==> config.mk <==
export PLATFORM = sky130hd
export DESIGN_NAME = lad_top
export DESIGN_NICKNAME = d
export VERILOG_FILES = /design/src/verilog/lad_pkg.sv /design/src/verilog/lad_cnt_if.sv /design/src/verilog/lad_top.sv /design/src/verilog/lad_win_cnt.sv
export SDC_FILE = /design/constraint.sdc
export NUM_CORES = 1
export LEC_CHECK = 0
export ABC_AREA = 1
export BUFFER_PORTS_ARGS = -buffer_cell sky130_fd_sc_hd__buf_2
export CAP_MARGIN = 40
export CORE_ASPECT_RATIO = 0.5
export CORE_MARGIN = 2
export CORE_UTILIZATION = 35
export DETAILED_ROUTE_END_ITERATION = 10
export GPL_TIMING_DRIVEN = 0
export SYNTH_ARGS = -nofsm -noshare
export SYNTH_HDL_FRONTEND = slang
export SYNTH_SLANG_ARGS = --single-unit
==> constraint.sdc <==
create_clock -name mclk -period 3.1 [get_ports mclk]
set_input_delay 0 -clock mclk [delete_from_list [all_inputs] [get_ports mclk]]
set_output_delay 0 -clock mclk [all_outputs]
set_load 0.01 [all_outputs]
==> src/verilog/lad_pkg.sv <==
// constants for the per-channel loss / alarm detector and transmit pattern block
// assumes one 200 MHz clock and classic wishbone register access
package lad_pkg;
  // ***********************************************************
  // register map (byte addresses)
  // ***********************************************************
  localparam logic [3:0] ADR_CTRL = 4'h0;
  localparam logic [3:0] ADR_CODE = 4'h4;
  localparam logic [3:0] ADR_STAT = 4'h8;
  // ctrl fields
  localparam int B_RATE   = 0;
  localparam int B_STD    = 1;
  localparam int B_EQ     = 2;
  localparam int B_CDR    = 3;
  localparam int B_RXINS  = 4;
  localparam int B_TXINS  = 5;
  localparam int B_PCLK   = 6;
  localparam int B_MASK   = 7;
  localparam int F_PAT    = 8;
  localparam int F_LVL    = 16;
  localparam logic [31:0] CTRL_RST = 32'h0000_0008;
  localparam logic [7:0]  CODE_RST = 8'h00;
  // ***********************************************************
  // detection figures
  // ***********************************************************
  localparam int CW = 14;
  localparam logic [CW-1:0] N_T1_231  = 14'h00AF;
  localparam logic [CW-1:0] N_T1_431  = 14'h0608;
  localparam logic [CW-1:0] N_E1_775  = 14'h0020;
  localparam logic [CW-1:0] N_E1_431  = 14'h0800;
  localparam logic [CW-1:0] M_T1      = 14'h0080;
  localparam logic [CW-1:0] M_E1      = 14'h0020;
  localparam logic [7:0]    ZRUN_T1   = 8'h64;
  localparam logic [7:0]    ZRUN_E1   = 8'h10;
  localparam int            DENS_SH   = 3;
  localparam logic [CW-1:0] AIS_W_E1  = 14'h0200;
  localparam logic [CW-1:0] AIS_W_T1  = 14'h2000;
  localparam logic [3:0]    AIS_Z_E1  = 4'h3;
  localparam logic [3:0]    AIS_Z_T1  = 4'h9;
  // level thresholds, attenuation in dB or mVpp
  localparam logic [5:0] Q_BASE_DB  = 6'h04;
  localparam logic [5:0] Q_STEP_DB  = 6'h02;
  localparam logic [5:0] HYST_DB    = 6'h04;
  localparam logic [4:0] LVL_MAX    = 5'h0A;
  localparam logic [11:0] Q_FIX_MV  = 12'h320;
  localparam logic [11:0] HYST_MV   = 12'h0C8;
  // ***********************************************************
  // clocking
  // ***********************************************************
  localparam longint MCLK_HZ = 200000000;
  localparam longint E1_HZ   = 2048000;
  localparam longint T1_HZ   = 1544000;
  localparam logic [7:0] DIV_E1 = 8'(MCLK_HZ / E1_HZ);
  localparam logic [7:0] DIV_T1 = 8'(MCLK_HZ / T1_HZ);
  localparam logic [14:0] PRBS_SEED = 15'h7FFF;
  // pattern select encoding
  typedef enum logic [1:0] {
    LAD_PAT_NORM = 2'b00,
    LAD_PAT_ONES = 2'b01,
    LAD_PAT_PRBS = 2'b10,
    LAD_PAT_CODE = 2'b11
  } lad_pat_e;
endpackage

==> src/verilog/lad_cnt_if.sv <==
// carrier between the detector and its bit-interval counters
// assumes both ends run on the same clock
`timescale 1ns/1ps
interface lad_cnt_if #(parameter int W = 14);
  logic         clr;
  logic         en;
  logic [W-1:0] limit;
  logic [W-1:0] count;
  logic         done;
  modport owner (output clr, output en, output limit, input count, input done);
  modport cnt   (input clr, input en, input limit, output count, output done);
endinterface

==> src/verilog/lad_top.sv <==
// loss-of-signal and alarm detector with transmit pattern selection
// assumes line pins asynchronous to mclk; wishbone on mclk
//
// Chosen here: the placing of the registers and the Wishbone interface to the registers.
`timescale 1ns/1ps
module lad_top (
  // clock and reset
  input  wire logic        mclk,
  input  wire logic        arst_n,
  // wishbone slave
  input  wire logic        wb_cyc_i,
  input  wire logic        wb_stb_i,
  input  wire logic        wb_we_i,
  input  wire logic [3:0]  wb_adr_i,
  input  wire logic [3:0]  wb_sel_i,
  input  wire logic [31:0] wb_dat_i,
  output logic      [31:0] wb_dat_o,
  output logic             wb_ack_o,
  // receive line side
  input  wire logic        rx_rclk,
  input  wire logic        rx_data_rails_p,
  input  wire logic        rx_data_rails_n,
  input  wire logic        lvl_below_q,
  input  wire logic        lvl_above_p,
  // threshold to the analog comparators
  output logic      [5:0]  q_atten_db,
  output logic      [5:0]  p_atten_db,
  output logic      [11:0] q_fixed_mv,
  output logic      [11:0] p_fixed_mv,
  output logic             eq_on_out,
  // receive system side
  output logic             rx_clk_out,
  output logic             rx_data_out,
  output logic             loss_indicator_out,
  output logic             loss_irq,
  // transmit side
  input  wire logic        tx_clk,
  input  wire logic        tx_data_in,
  output logic             tx_line_pair,
  output logic             tx_bit_stb
);
  // ***********************************************************
  // input synchronisers
  // ***********************************************************
  localparam int NS = 6;
  logic [NS-1:0] pin_raw;
  logic [NS-1:0] sync1_reg;
  logic [NS-1:0] sync2_reg;
  assign pin_raw = {tx_data_in, tx_clk, lvl_above_p, lvl_below_q,
                    rx_data_rails_n | rx_data_rails_p, rx_rclk};

  // first stage feeds only the second stage
  always_ff @(posedge mclk or negedge arst_n) begin
    if (!arst_n) begin
      sync1_reg <= '0;
      sync2_reg <= '0;
    end else begin
      sync1_reg <= pin_raw;
      sync2_reg <= sync1_reg;
    end
  end

  logic rclk_s;
  logic mark_s;
  logic below_q;
  logic above_p;
  logic tclk_s;
  logic txd_s;
  assign rclk_s  = sync2_reg[0];
  assign mark_s  = sync2_reg[1];
  assign below_q = sync2_reg[2];
  assign above_p = sync2_reg[3];
  assign tclk_s  = sync2_reg[4];
  assign txd_s   = sync2_reg[5];

  // edge detection on the synchronised clocks
  logic rclk_d_reg;
  logic tclk_d_reg;
  always_ff @(posedge mclk or negedge arst_n) begin
    if (!arst_n) begin
      rclk_d_reg <= 1'b0;
      tclk_d_reg <= 1'b0;
    end else begin
      rclk_d_reg <= rclk_s;
      tclk_d_reg <= tclk_s;
    end
  end
  logic rx_bit;
  logic tx_en;
  logic pulse;
  assign rx_bit = rclk_s & ~rclk_d_reg;
  assign tx_en  = tclk_s & ~tclk_d_reg;
  assign pulse  = rx_bit & mark_s;

  // ***********************************************************
  // registers
  // ***********************************************************
  logic [31:0] ctrl_reg;
  logic [7:0]  code_reg;
  logic        los_reg;
  logic        ais_reg;
  logic        line_rate_sel;
  logic        los_standard_sel;
  logic        eq_on;
  logic        cdr_en;
  logic        rx_alarm_insert_en;
  logic        tx_alarm_insert_en;
  logic        pattern_clk_sel;
  logic        loss_mask;
  logic [1:0]  pattern_sel;
  logic [4:0]  loss_level_code;
  assign line_rate_sel      = ctrl_reg[lad_pkg::B_RATE];
  assign los_standard_sel   = ctrl_reg[lad_pkg::B_STD];
  assign eq_on              = ctrl_reg[lad_pkg::B_EQ];
  assign cdr_en             = ctrl_reg[lad_pkg::B_CDR];
  assign rx_alarm_insert_en = ctrl_reg[lad_pkg::B_RXINS];
  assign tx_alarm_insert_en = ctrl_reg[lad_pkg::B_TXINS];
  assign pattern_clk_sel    = ctrl_reg[lad_pkg::B_PCLK];
  assign loss_mask          = ctrl_reg[lad_pkg::B_MASK];
  assign pattern_sel        = ctrl_reg[lad_pkg::F_PAT +: 2];
  assign loss_level_code    = ctrl_reg[lad_pkg::F_LVL +: 5];

  logic wb_req;
  logic wb_wr;
  assign wb_req = wb_cyc_i & wb_stb_i & ~wb_ack_o;
  assign wb_wr  = wb_req & wb_we_i;

  // byte-lane writes; one-cycle ack, unmapped reads return zero
  always_ff @(posedge mclk or negedge arst_n) begin
    if (!arst_n) begin
      ctrl_reg <= lad_pkg::CTRL_RST;
      code_reg <= lad_pkg::CODE_RST;
    end else if (wb_wr) begin
      if (wb_adr_i == lad_pkg::ADR_CTRL) begin
        for (int i = 0; i < 4; i++) begin
          if (wb_sel_i[i]) ctrl_reg[8*i +: 8] <= wb_dat_i[8*i +: 8];
        end
      end
      if (wb_adr_i == lad_pkg::ADR_CODE && wb_sel_i[0]) begin
        code_reg <= wb_dat_i[7:0];
      end
    end
  end

  always_ff @(posedge mclk or negedge arst_n) begin
    if (!arst_n) begin
      wb_ack_o <= 1'b0;
      wb_dat_o <= '0;
    end else begin
      wb_ack_o <= wb_req;
      if (wb_req) begin
        case (wb_adr_i)
          lad_pkg::ADR_CTRL: wb_dat_o <= ctrl_reg;
          lad_pkg::ADR_CODE: wb_dat_o <= {24'h000000, code_reg};
          lad_pkg::ADR_STAT: wb_dat_o <= {30'h00000000, ais_reg, los_reg};
          default:           wb_dat_o <= '0;
        endcase
      end
    end
  end

  // ***********************************************************
  // criteria selection
  // ***********************************************************
  logic [lad_pkg::CW-1:0] n_lim;
  logic [lad_pkg::CW-1:0] m_lim;
  logic [7:0]             zrun_lim;
  always_comb begin
    case ({line_rate_sel, los_standard_sel})
      2'b10:   n_lim = lad_pkg::N_T1_231;
      2'b11:   n_lim = lad_pkg::N_T1_431;
      2'b00:   n_lim = lad_pkg::N_E1_775;
      default: n_lim = lad_pkg::N_E1_431;
    endcase
    m_lim    = line_rate_sel ? lad_pkg::M_T1 : lad_pkg::M_E1;
    zrun_lim = line_rate_sel ? lad_pkg::ZRUN_T1 : lad_pkg::ZRUN_E1;
  end

  // comparator thresholds; reserved level codes clamp to the top step
  logic [4:0] lvl_eff;
  assign lvl_eff = (loss_level_code > lad_pkg::LVL_MAX) ? lad_pkg::LVL_MAX : loss_level_code;
  always_ff @(posedge mclk or negedge arst_n) begin
    if (!arst_n) begin
      q_atten_db <= '0;
      p_atten_db <= '0;
      q_fixed_mv <= '0;
      p_fixed_mv <= '0;
      eq_on_out  <= 1'b0;
    end else begin
      eq_on_out  <= eq_on;
      q_fixed_mv <= lad_pkg::Q_FIX_MV;
      p_fixed_mv <= lad_pkg::Q_FIX_MV + lad_pkg::HYST_MV;
      q_atten_db <= lad_pkg::Q_BASE_DB + 6'(lvl_eff) * lad_pkg::Q_STEP_DB;
      p_atten_db <= lad_pkg::Q_BASE_DB + 6'(lvl_eff) * lad_pkg::Q_STEP_DB
                    - lad_pkg::HYST_DB;
    end
  end

  // restart all windows when the criteria change
  logic [1:0] cfg_d_reg;
  logic       cfg_chg;
  always_ff @(posedge mclk or negedge arst_n) begin
    if (!arst_n) cfg_d_reg <= 2'b00;
    else         cfg_d_reg <= {line_rate_sel, los_standard_sel};
  end
  assign cfg_chg = cfg_d_reg != {line_rate_sel, los_standard_sel};

  // ***********************************************************
  // loss of signal
  // ***********************************************************
  lad_cnt_if #(.W(lad_pkg::CW)) dcl_c ();
  lad_cnt_if #(.W(lad_pkg::CW)) clr_c ();
  lad_cnt_if #(.W(lad_pkg::CW)) ais_c ();
  lad_win_cnt #(.W(lad_pkg::CW)) u_dcl (.mclk(mclk), .arst_n(arst_n), .c(dcl_c));
  lad_win_cnt #(.W(lad_pkg::CW)) u_clr (.mclk(mclk), .arst_n(arst_n), .c(clr_c));
  lad_win_cnt #(.W(lad_pkg::CW)) u_ais (.mclk(mclk), .arst_n(arst_n), .c(ais_c));

  // declare: silent low-level intervals in a row, any pulse restarts
  assign dcl_c.limit = n_lim;
  assign dcl_c.en    = rx_bit & below_q & ~mark_s & ~los_reg;
  assign dcl_c.clr   = pulse | ~below_q | los_reg | cfg_chg;

  // clear window opens on a received pulse
  logic       win_act_reg;
  logic [7:0] zrun_reg;
  logic [7:0] marks_reg;
  logic       abort;
  logic [lad_pkg::CW+lad_pkg::DENS_SH-1:0] dens;
  assign abort = win_act_reg & (~above_p | (rx_bit & ~mark_s & (zrun_reg + 8'h01 >= zrun_lim)));
  assign clr_c.limit = m_lim;
  assign clr_c.en    = rx_bit & win_act_reg;
  assign clr_c.clr   = ~win_act_reg | abort | cfg_chg;
  assign dens = {3'b000, 6'h00, marks_reg + 8'(pulse)} << lad_pkg::DENS_SH;

  always_ff @(posedge mclk or negedge arst_n) begin
    if (!arst_n) begin
      win_act_reg <= 1'b0;
      zrun_reg    <= '0;
      marks_reg   <= '0;
    end else if (!los_reg || cfg_chg || abort || clr_c.done) begin
      win_act_reg <= 1'b0;
      zrun_reg    <= '0;
      marks_reg   <= '0;
    end else if (!win_act_reg) begin
      if (pulse && above_p) begin
        win_act_reg <= 1'b1;
        marks_reg   <= 8'h01;
        zrun_reg    <= '0;
      end
    end else if (rx_bit) begin
      zrun_reg  <= mark_s ? 8'h00 : zrun_reg + 8'h01;
      marks_reg <= (marks_reg == 8'hFF) ? marks_reg : marks_reg + 8'(mark_s);
    end
  end

  // loss state; the window pulse counts toward density
  always_ff @(posedge mclk or negedge arst_n) begin
    if (!arst_n) begin
      los_reg <= 1'b0;
    end else if (dcl_c.done) begin
      los_reg <= 1'b1;
    end else if (clr_c.done && dens >= {3'b000, m_lim}) begin
      los_reg <= 1'b0;
    end
  end

  // loss path ignores transmit and pattern settings, so loopbacks keep it
  assign loss_indicator_out = los_reg;
  assign loss_irq           = los_reg & ~loss_mask;

  // ***********************************************************
  // alarm indication
  // ***********************************************************
  logic [3:0] zeros_reg;
  logic [3:0] zeros_now;
  logic [3:0] zthr;
  logic       blk_low;
  logic       prev_low_reg;
  logic       prev_high_reg;
  logic       prev_ok_reg;
  assign zthr        = line_rate_sel ? lad_pkg::AIS_Z_T1 : lad_pkg::AIS_Z_E1;
  assign ais_c.limit = line_rate_sel ? lad_pkg::AIS_W_T1 : lad_pkg::AIS_W_E1;
  assign ais_c.en    = rx_bit & cdr_en;
  assign ais_c.clr   = ~cdr_en | cfg_chg;
  assign zeros_now   = (zeros_reg == 4'hF || mark_s) ? zeros_reg : zeros_reg + 4'h1;
  assign blk_low     = zeros_now < zthr;

  // block zero count, saturating well above either threshold
  always_ff @(posedge mclk or negedge arst_n) begin
    if (!arst_n) begin
      zeros_reg <= '0;
    end else if (ais_c.clr || ais_c.done) begin
      zeros_reg <= '0;
    end else if (ais_c.en) begin
      zeros_reg <= zeros_now;
    end
  end

  // E1 needs two blocks alike in a row; T1 decides on one block
  always_ff @(posedge mclk or negedge arst_n) begin
    if (!arst_n) begin
      ais_reg       <= 1'b0;
      prev_low_reg  <= 1'b0;
      prev_high_reg <= 1'b0;
      prev_ok_reg   <= 1'b0;
    end else if (ais_c.clr) begin
      ais_reg       <= cdr_en ? ais_reg : 1'b0;
      prev_ok_reg   <= 1'b0;
      prev_low_reg  <= 1'b0;
      prev_high_reg <= 1'b0;
    end else if (ais_c.done) begin
      prev_ok_reg   <= 1'b1;
      prev_low_reg  <= blk_low;
      prev_high_reg <= ~blk_low;
      if (line_rate_sel) begin
        ais_reg <= blk_low;
      end else if (prev_ok_reg && blk_low && prev_low_reg) begin
        ais_reg <= 1'b1;
      end else if (prev_ok_reg && !blk_low && prev_high_reg) begin
        ais_reg <= 1'b0;
      end
    end
  end

  // ***********************************************************
  // master-clock bit timebase
  // ***********************************************************
  logic [7:0] div_reg;
  logic [7:0] div_lim;
  logic       m_en;
  logic       mclk_div_reg;
  assign div_lim = line_rate_sel ? lad_pkg::DIV_T1 : lad_pkg::DIV_E1;
  // compare at or above so a rate change to a shorter divide never runs the count round
  assign m_en    = div_reg >= div_lim - 8'h01;

  // integer divide: a small rate offset traded for no fraction logic
  always_ff @(posedge mclk or negedge arst_n) begin
    if (!arst_n) begin
      div_reg      <= '0;
      mclk_div_reg <= 1'b0;
    end else begin
      div_reg      <= m_en ? 8'h00 : div_reg + 8'h01;
      mclk_div_reg <= div_reg < (div_lim >> 1);
    end
  end

  // ***********************************************************
  // receive system output
  // ***********************************************************
  logic rx_sub;
  assign rx_sub = los_reg & rx_alarm_insert_en;
  always_ff @(posedge mclk or negedge arst_n) begin
    if (!arst_n) begin
      rx_clk_out  <= 1'b0;
      rx_data_out <= 1'b0;
    end else begin
      rx_clk_out  <= rx_sub ? mclk_div_reg : rclk_s;
      if (rx_sub) begin
        rx_data_out <= 1'b1;
      end else if (rx_bit) begin
        rx_data_out <= mark_s;
      end
    end
  end

  // ***********************************************************
  // transmit pattern
  // ***********************************************************
  logic       tx_sub;
  logic       t_en;
  logic [14:0] prbs_reg;
  logic [2:0]  code_ptr_reg;
  assign tx_sub = los_reg & tx_alarm_insert_en;
  assign t_en   = (tx_sub | pattern_clk_sel) ? m_en : tx_en;

  // generators advance only on the chosen bit enable
  always_ff @(posedge mclk or negedge arst_n) begin
    if (!arst_n) begin
      prbs_reg     <= lad_pkg::PRBS_SEED;
      code_ptr_reg <= 3'h7;
    end else if (t_en) begin
      if (pattern_sel == lad_pkg::LAD_PAT_PRBS) begin
        prbs_reg <= {prbs_reg[13:0], prbs_reg[14] ^ prbs_reg[13]};
      end
      code_ptr_reg <= code_ptr_reg - 3'h1;
    end
  end

  always_ff @(posedge mclk or negedge arst_n) begin
    if (!arst_n) begin
      tx_line_pair <= 1'b0;
      tx_bit_stb   <= 1'b0;
    end else begin
      tx_bit_stb <= t_en;
      if (t_en) begin
        if (tx_sub) begin
          tx_line_pair <= 1'b1;
        end else begin
          case (pattern_sel)
            lad_pkg::LAD_PAT_NORM: tx_line_pair <= pattern_clk_sel ? 1'b0 : txd_s;
            lad_pkg::LAD_PAT_ONES: tx_line_pair <= 1'b1;
            lad_pkg::LAD_PAT_PRBS: tx_line_pair <= prbs_reg[14];
            lad_pkg::LAD_PAT_CODE: tx_line_pair <= code_reg[code_ptr_reg];
            default:               tx_line_pair <= txd_s;
          endcase
        end
      end
    end
  end
endmodule

==> src/verilog/lad_win_cnt.sv <==
// bit-interval window counter, wraps at its limit
// assumes the owner holds limit stable while counting
`timescale 1ns/1ps
module lad_win_cnt #(
  parameter int W = 14
) (
  // clock and reset
  input  wire logic mclk,
  input  wire logic arst_n,
  // counter carrier
  lad_cnt_if.cnt    c
);
  logic [W-1:0] count_reg;

  // refuse widths that cannot hold a start and a last interval
  if (W < 2) begin : g_bad_w
    $error("lad_win_cnt: width too small");
  end

  // done marks the last interval of a window
  assign c.done  = c.en & ~c.clr & (count_reg == c.limit - W'(1));
  assign c.count = count_reg;

  // clear has priority so a restart never leaks a stale count
  always_ff @(posedge mclk or negedge arst_n) begin
    if (!arst_n) begin
      count_reg <= '0;
    end else if (c.clr) begin
      count_reg <= '0;
    end else if (c.done) begin
      count_reg <= '0;
    end else if (c.en) begin
      count_reg <= count_reg + W'(1);
    end
  end
endmodule

Word-level counts from Yosys, hierarchy flattened. Cells that the tools add are included.

Register bits after elaboration: 203. Output and inout bits: 76. Logic and storage cells: 214.

Add/sub/neg operators: 15. $lt $le $gt $ge: 7. Equal/unequal tests: 16. Multiplexer cells: 57. Bitwise operators: 47. Reductions and logical operators: 35.

Operator list (count): 14-bit two-way mux (10); 8-bit two-way mux (13); 32-bit case mux with 3 select lines (1); 14-bit by 1-bit adder with 14-bit output, second input constant (3); 14-bit == test (3); 12-bit case mux with 3 select lines (1); 1-bit two-way mux (24); 1-bit AND (23); 3-bit AND reduction (6); 8-bit by 1-bit adder with 8-bit output (2); 8-bit by 1-bit adder with 8-bit output, second input constant (2); 4-bit two-way mux (4); 1-bit inverter (14); 14-bit by 1-bit subtractor with 14-bit output, second input constant (1); 12-bit by 1-bit subtractor with 13-bit output, second input constant (1); 3-bit nonzero test (4); 11-bit by 8-bit greater-or-equal comparator with 1-bit output (1); 1-bit OR (9); 8-bit by 1-bit subtractor with 9-bit output, second input constant (1); 2-bit == test, second input constant (4); 4-bit == test, second input constant (2); 8-bit == test, second input constant (1); 8-bit by 7-bit greater-or-equal comparator with 1-bit output (1); 8-bit greater-or-equal comparator (1); 28 further kinds (45).

Longest topological paths before layout.
Depth in word-level cells: 14. Mapped depth: 18. Depth with buffers taken out: 18.

Hierarchy. Synthesis repeated with hierarchy kept, for this count alone.

Cell total of the unflattened synthesis: 1594. Area, all modules: 11846.4 µm².

Modules (own cells, without submodules): lad_top (instances 1, cells each 823, area each 7465.9 µm², seq. area each 3952.5 µm²); lad_win_cnt (instances 3, cells each 257, area each 1460.2 µm², seq. area each 350.3 µm²).

Worst setup path after synthesis. No wires, ideal clock.

Kind: register to register. From: register zrun_reg[0]. To: register zrun_reg[2]. Library setup time: 118 ps. Arrival: 2481 ps. Required time: 2982 ps. Setup slack: 501 ps. Stages on the path, launching flop included: 18. Path buffers: 1. Clock period less this slack: 2599 ps. Cells stage by stage: dfrtp_1 -> ha_1 -> nand2_1 -> nor2_1 -> nand2_1 -> xor2_1 -> inv_1 -> ha_1 -> and3_1 -> nand2_2 -> nand3_4 -> a21oi_2 -> nand4_4 -> nand3b_4 -> inv_4 -> buf_12 -> nand2_1 -> o21ai_2.

Longest elaborated chain between the ends: 13. Elaborated cells on any way between the ends: 19. Classes of those cells: 1 x add/sub; 1 x order compare; 1 x eq/ne; 4 x mux; 8 x bitwise; 4 x reduce/logical.

Ends and longest elaborated chain: start: declaration (RTL line lad_top.sv:225) `logic [7:0] zrun_reg;`; start signal: assignment (RTL line lad_top.sv:251) `zrun_reg <= mark_s ? 8'h00 : zrun_reg + 8'h01;`; 8-bit by 1-bit adder with 8-bit output * (RTL line lad_top.sv:229, lad_top.sv:251); 8-bit by 7-bit greater-or-equal comparator with 1-bit output (RTL line lad_top.sv:229) `assign abort = win_act_reg & (~above_p | (rx_bit & ~mark_s & (zrun_reg + 8'h01 >= zrun_lim)));`; 1-bit AND (RTL line lad_top.sv:229); 1-bit OR (RTL line lad_top.sv:229); 1-bit AND (RTL line lad_top.sv:229); 1-bit OR (2 in a row) (RTL line lad_top.sv:232) `assign clr_c.clr = ~win_act_reg | abort | cfg_chg;`; 1-bit inverter (RTL line lad_win_cnt.sv:21) `assign c.done = c.en & ~c.clr & (count_reg == c.limit - W'(1));`; 1-bit AND (2 in a row) (RTL line lad_win_cnt.sv:21); 1-bit logical OR (RTL line lad_top.sv:240) `end else if (!los_reg || cfg_chg || abort || clr_c.done) begin`; 3-bit by 2-bit != test with 1-bit output (no line) or 3-bit nonzero test (tied branches); 2-bit AND reduction (no line).

Every way passes the cells marked *; elsewhere a longest branch is shown, timed or not. The select of a mux whose other input is x is not followed. A chain may end at the register's enable or synchronous reset.

Final worst setup path.
From: register zrun_reg[0]. To: register marks_reg[1].

Longest elaborated chain between the ends: 13. Elaborated cells on any way between the ends: 17. Classes of those cells: 1 x add/sub; 1 x order compare; 2 x eq/ne; 1 x mux; 8 x bitwise; 4 x reduce/logical.

Ends and longest elaborated chain: 8-bit by 1-bit adder with 8-bit output * (RTL line lad_top.sv:229); 8-bit by 7-bit greater-or-equal comparator with 1-bit output * (RTL line lad_top.sv:229); 1-bit AND * (RTL line lad_top.sv:229); 1-bit OR * (RTL line lad_top.sv:229); 1-bit AND * (RTL line lad_top.sv:229); 1-bit OR (2 in a row) (RTL line lad_top.sv:232); 1-bit inverter (RTL line lad_win_cnt.sv:21); 1-bit AND (2 in a row) (RTL line lad_win_cnt.sv:21); 1-bit logical OR * (RTL line lad_top.sv:240); 3-bit != test (no line), or another cell as far along; 3-bit AND reduction (no line); end signal: assignment (RTL line lad_top.sv:252) `marks_reg <= (marks_reg == 8'hFF) ? marks_reg : marks_reg + 8'(mark_s);`; end: declaration (RTL line lad_top.sv:226) `logic [7:0] marks_reg;`.

Every way passes the cells marked *; elsewhere a longest branch is shown, timed or not.

==> flow_metrics.py <==
metrics = {
    "finish": {
        "layout_common_cells": "nand2_1, dfrtp_1, buf_2, inv_1, nor2_1",
        "syn2layout_area_growth_pct": 22.1,
        "drive_gt1_share_pct": 20.5,
        "nFillCells": 2739,
        "antenna_cells": 0,
        "final_common_cell": "nand2_1",
        "utilization_pct": 43.8,
        "nets": 1414,
    },
    "die": {
        "rows": 43,
        "core_area_mm2": 0.0279,
        "die_x_um": 243,
        "die_height_um": 123,
        "start_util_pct": 35.8,
        "die-area_mm2": 0.0300,
        "io-pin-count": 128,
    },
    "critical_path": {
        "crit_chain": "ha_1, nand2_1, nor2_1, nand2_1, xor2_1, inv_1, ha_1, and3_1, nand2_2, nand3_4, nand2_2, nand2_2, a21oi_4, nand4_4, nand2_4, nand2_1, nand2_1",
        "cpMostUsedCell": "nand2_1",
        "cp_data_required_time_ns": 3.49,
        "worst_path_max_delay_cell": "dfrtp_2",
        "rr_startpoint": "zrun_reg[0]$_DFFE_PN0P_",
        "cp-end-kind": "flop",
        "start_kind": "flop",
        "crit_fanout": 9,
        "r2r_setup_slack_ns": 0.24,
        "cp.arrival_ns": 3.25,
        "timing.rr.end": "marks_reg[1]$_DFFE_PN0P_",
        "cp_slowest_stage_delay_ns": 0.43,
        "reg2reg_depth": 17,
        "path_class": "flop to flop",
    },
    "yosys": {
        "syn_area_mm2": 0.00999,
        "synth_edf_count": 0,
        "syn_avg_cell_area_um2": 8.77,
        "yosys_warnings": 0,
        "ys.flop_type": "dfrtp_1",
        "synthDistinctLibCells": 57,
        "netlist_instances": 1139,
        "ys_seq_area_share_pct": 50.1,
        "async_flop_share_pct": 100,
        "ys_ff_latch": 199,
    },
    "outcome": {
        "outcome": "completed",
    },
    "detailed_routing": {
        "route.vias.total": 8193,
        "drtIter0Drc": 423,
        "drtAntennaViolNets": 0,
        "firstDrtPassIters": 4,
        "viasPerCell": 4.75,
        "drt_wl_total_um": 24100,
        "wl_per_cell_um": 14.0,
        "drc_errors": 0,
    },
    "pwr": {
        "power_mw": 5.97,
        "ir_worst_vdd_mv": 0.398,
        "p_per_area_mw_per_mm2": 490,
        "p_leak_nw": 5.94,
    },
    "clock_tree": {
        "tritoncts": "built",
        "clk_pin_slew_ns": 0.09,
        "clk_path_buf_depth": 2,
        "root_buffer": "clkbuf_16",
        "insertion_delay_ns": 0.45,
        "cts_max_level": 4,
        "cts_sinks": 199,
        "numCtsBuffers": 17,
    },
    "global_routing": {
        "grt-ovfl-total": 0,
        "first_global_vias": 8125,
        "grt_max_degree": 111,
        "antenna_found_initial": 0,
        "grt_pass1_wl_um": 40300,
        "grtUsageTotal_pct": 16.6,
    },
    "timing": {
        "fin_crit_sh_pct": 92.3,
        "fin_skew_ns": 0.0130,
        "min_period_ns": 2.86,
        "finalHoldViolCount": 0,
        "rsz0062_at_grt": "true",
        "slew_viol_final": 0,
        "tightestPinTransition_ns": 0.687,
        "setup_violations": 0,
        "slew_headroom_pct": 54.2,
        "fmax_ghz": 0.349,
    },
    "place": {
        "port-buffer-count": 110,
        "globalplace.congestion": 0.844,
        "dpl.hpwl_um": 17100,
    },
    "hold_path": {
        "hold_path_end": "wb_dat_o[2]$_DFFE_PN0P_",
        "hold_depth": 7,
        "hold_path.class": "input pin to flop",
        "min-delay-start": "wb_adr_i[2]",
    },
    "job": {
        "max_cap_viol_count": 0,
    },
}
worst max-delay path: cells and delay by family, from the launching register on:
kind                       cells  cell delay [ns]
and+or+nand+nor               12             1.33
adders and majority gates      2             0.51
DFF                            1             0.43
AOI/OAI and AO/OA              1             0.27
xor gates and xnor gates       1             0.20
buffers and inverters          1             0.07
power breakdown:
group | total (mW) | internal [mW] | switching, mW
clock network | 2.33 | 1.18 | 1.15
registers | 2.88 | 2.76 | 0.117
logic | 0.763 | 0.308 | 0.455
cell families (layout without fill, tap and decap cells):
group,Yosys count,after routing,share of synthesized area (%)
xor gates and xnor gates,44,44,3.86
DFF,199,199,50.1
muxes,19,19,2.14
buffers and inverters,182,368,8.27
and+or+nand+nor,519,519,23.1
other,2,20,0.0752
AOI/OAI and AO/OA,142,142,8.41
adders and majority gates,32,32,4.01
metal layers:
layer	routed length [µm]	track usage (%)	vias up
li1	-	-	4043
met1	10800	21.2	3956
met2	12000	29.0	166
met3	962	3.06	28
met4	343	4.87	0
met5	0	0	-
stage by stage:
stage          TNS (ns)  std cells  instance area (µm²)  worst slack (ns)  hold WS (ns)
4_1_cts               0       1724                12200            0.0780        0.0717
3_3_place_gp    -224.06       1649                11100             -1.26         0.108
6_report              0       1725                12200             0.238        0.0924
3_5_place_dp     -0.324       1650                11100           -0.0573        0.0621
2_1_floorplan         0       1157                10100             0.501        -0.296
5_1_grt         -0.0842       1725                12200           -0.0842         0.158
cell usage after synthesis (4+ instances only):
cell / instances / share of area (%)
inv_2: 12 / 0.45
xnor2_1: 9 / 0.79
xor2_1: 35 / 3.1
buf_4: 27 / 2.0
nand3_1: 63 / 3.2
mux2_2: 19 / 2.1
ha_1: 32 / 4.0
nand2_2: 11 / 0.69
dfrtp_1: 180 / 45
and3_1: 4 / 0.25
dfstp_2: 19 / 5.0
o31ai_1: 6 / 0.45
o21ai_1: 10 / 0.50
buf_2: 6 / 0.30
nor2_1: 90 / 3.4
o21ai_0: 50 / 2.5
nand4_1: 16 / 1.0
o21ai_2: 5 / 0.44
nor4_1: 7 / 0.44
nand2_1: 280 / 11
nor3_1: 26 / 1.3
o22ai_1: 22 / 1.4
inv_1: 111 / 4.2
nor3_2: 4 / 0.40
buf_1: 4 / 0.15
a21oi_1: 29 / 1.5
clkbuf_1: 16 / 0.60
how the worst max path moves through the flow:
stage	startpoint	endpoint	slack, ns	cells past startpoint
global route	rclk_d_reg$_DFF_PN0_	loss_indicator_out$_DFFE_PN0P_	-0.08	14
floorplan	zrun_reg[0]$_DFFE_PN0P_	zrun_reg[2]$_DFFE_PN0P_	0.50	17
CTS	zrun_reg[0]$_DFFE_PN0P_	loss_indicator_out$_DFFE_PN0P_	0.08	18
finish	zrun_reg[0]$_DFFE_PN0P_	marks_reg[1]$_DFFE_PN0P_	0.24	17
global placement	arst_n	marks_reg[3]$_DFFE_PN0P_	-1.26	1
detailed placement	ctrl_reg[0]$_DFFE_PN0P_	prbs_reg[8]$_DFFE_PN1P_	-0.06	13
area by class of cell:
class | instances | area (µm²) | share of cell area [%]
Timing Repair Buffer | 154 | 1020 | 8.33
Clock buffer | 17 | 425 | 3.49
Tap cell | 382 | 478 | 3.92
Buffer | 56 | 352 | 2.88
Multi-Input combinational cell | 776 | 4240 | 34.7
Clock inverter | 15 | 205 | 1.68
Sequential cell | 199 | 5010 | 41.0
Inverter | 126 | 478 | 3.92
repair_timing:
action / 4_1_cts / 5_1_grt
setup buffers: 0 / 1
hold buffers: 42 / 0
pin swaps: 0 / 1
endpoints found under the hold margin: 136 / 0
resized for setup: 1 / 9
setup endpoints to repair: 11 / 40
No activity file was read; power rests on OpenSTA's default activity.
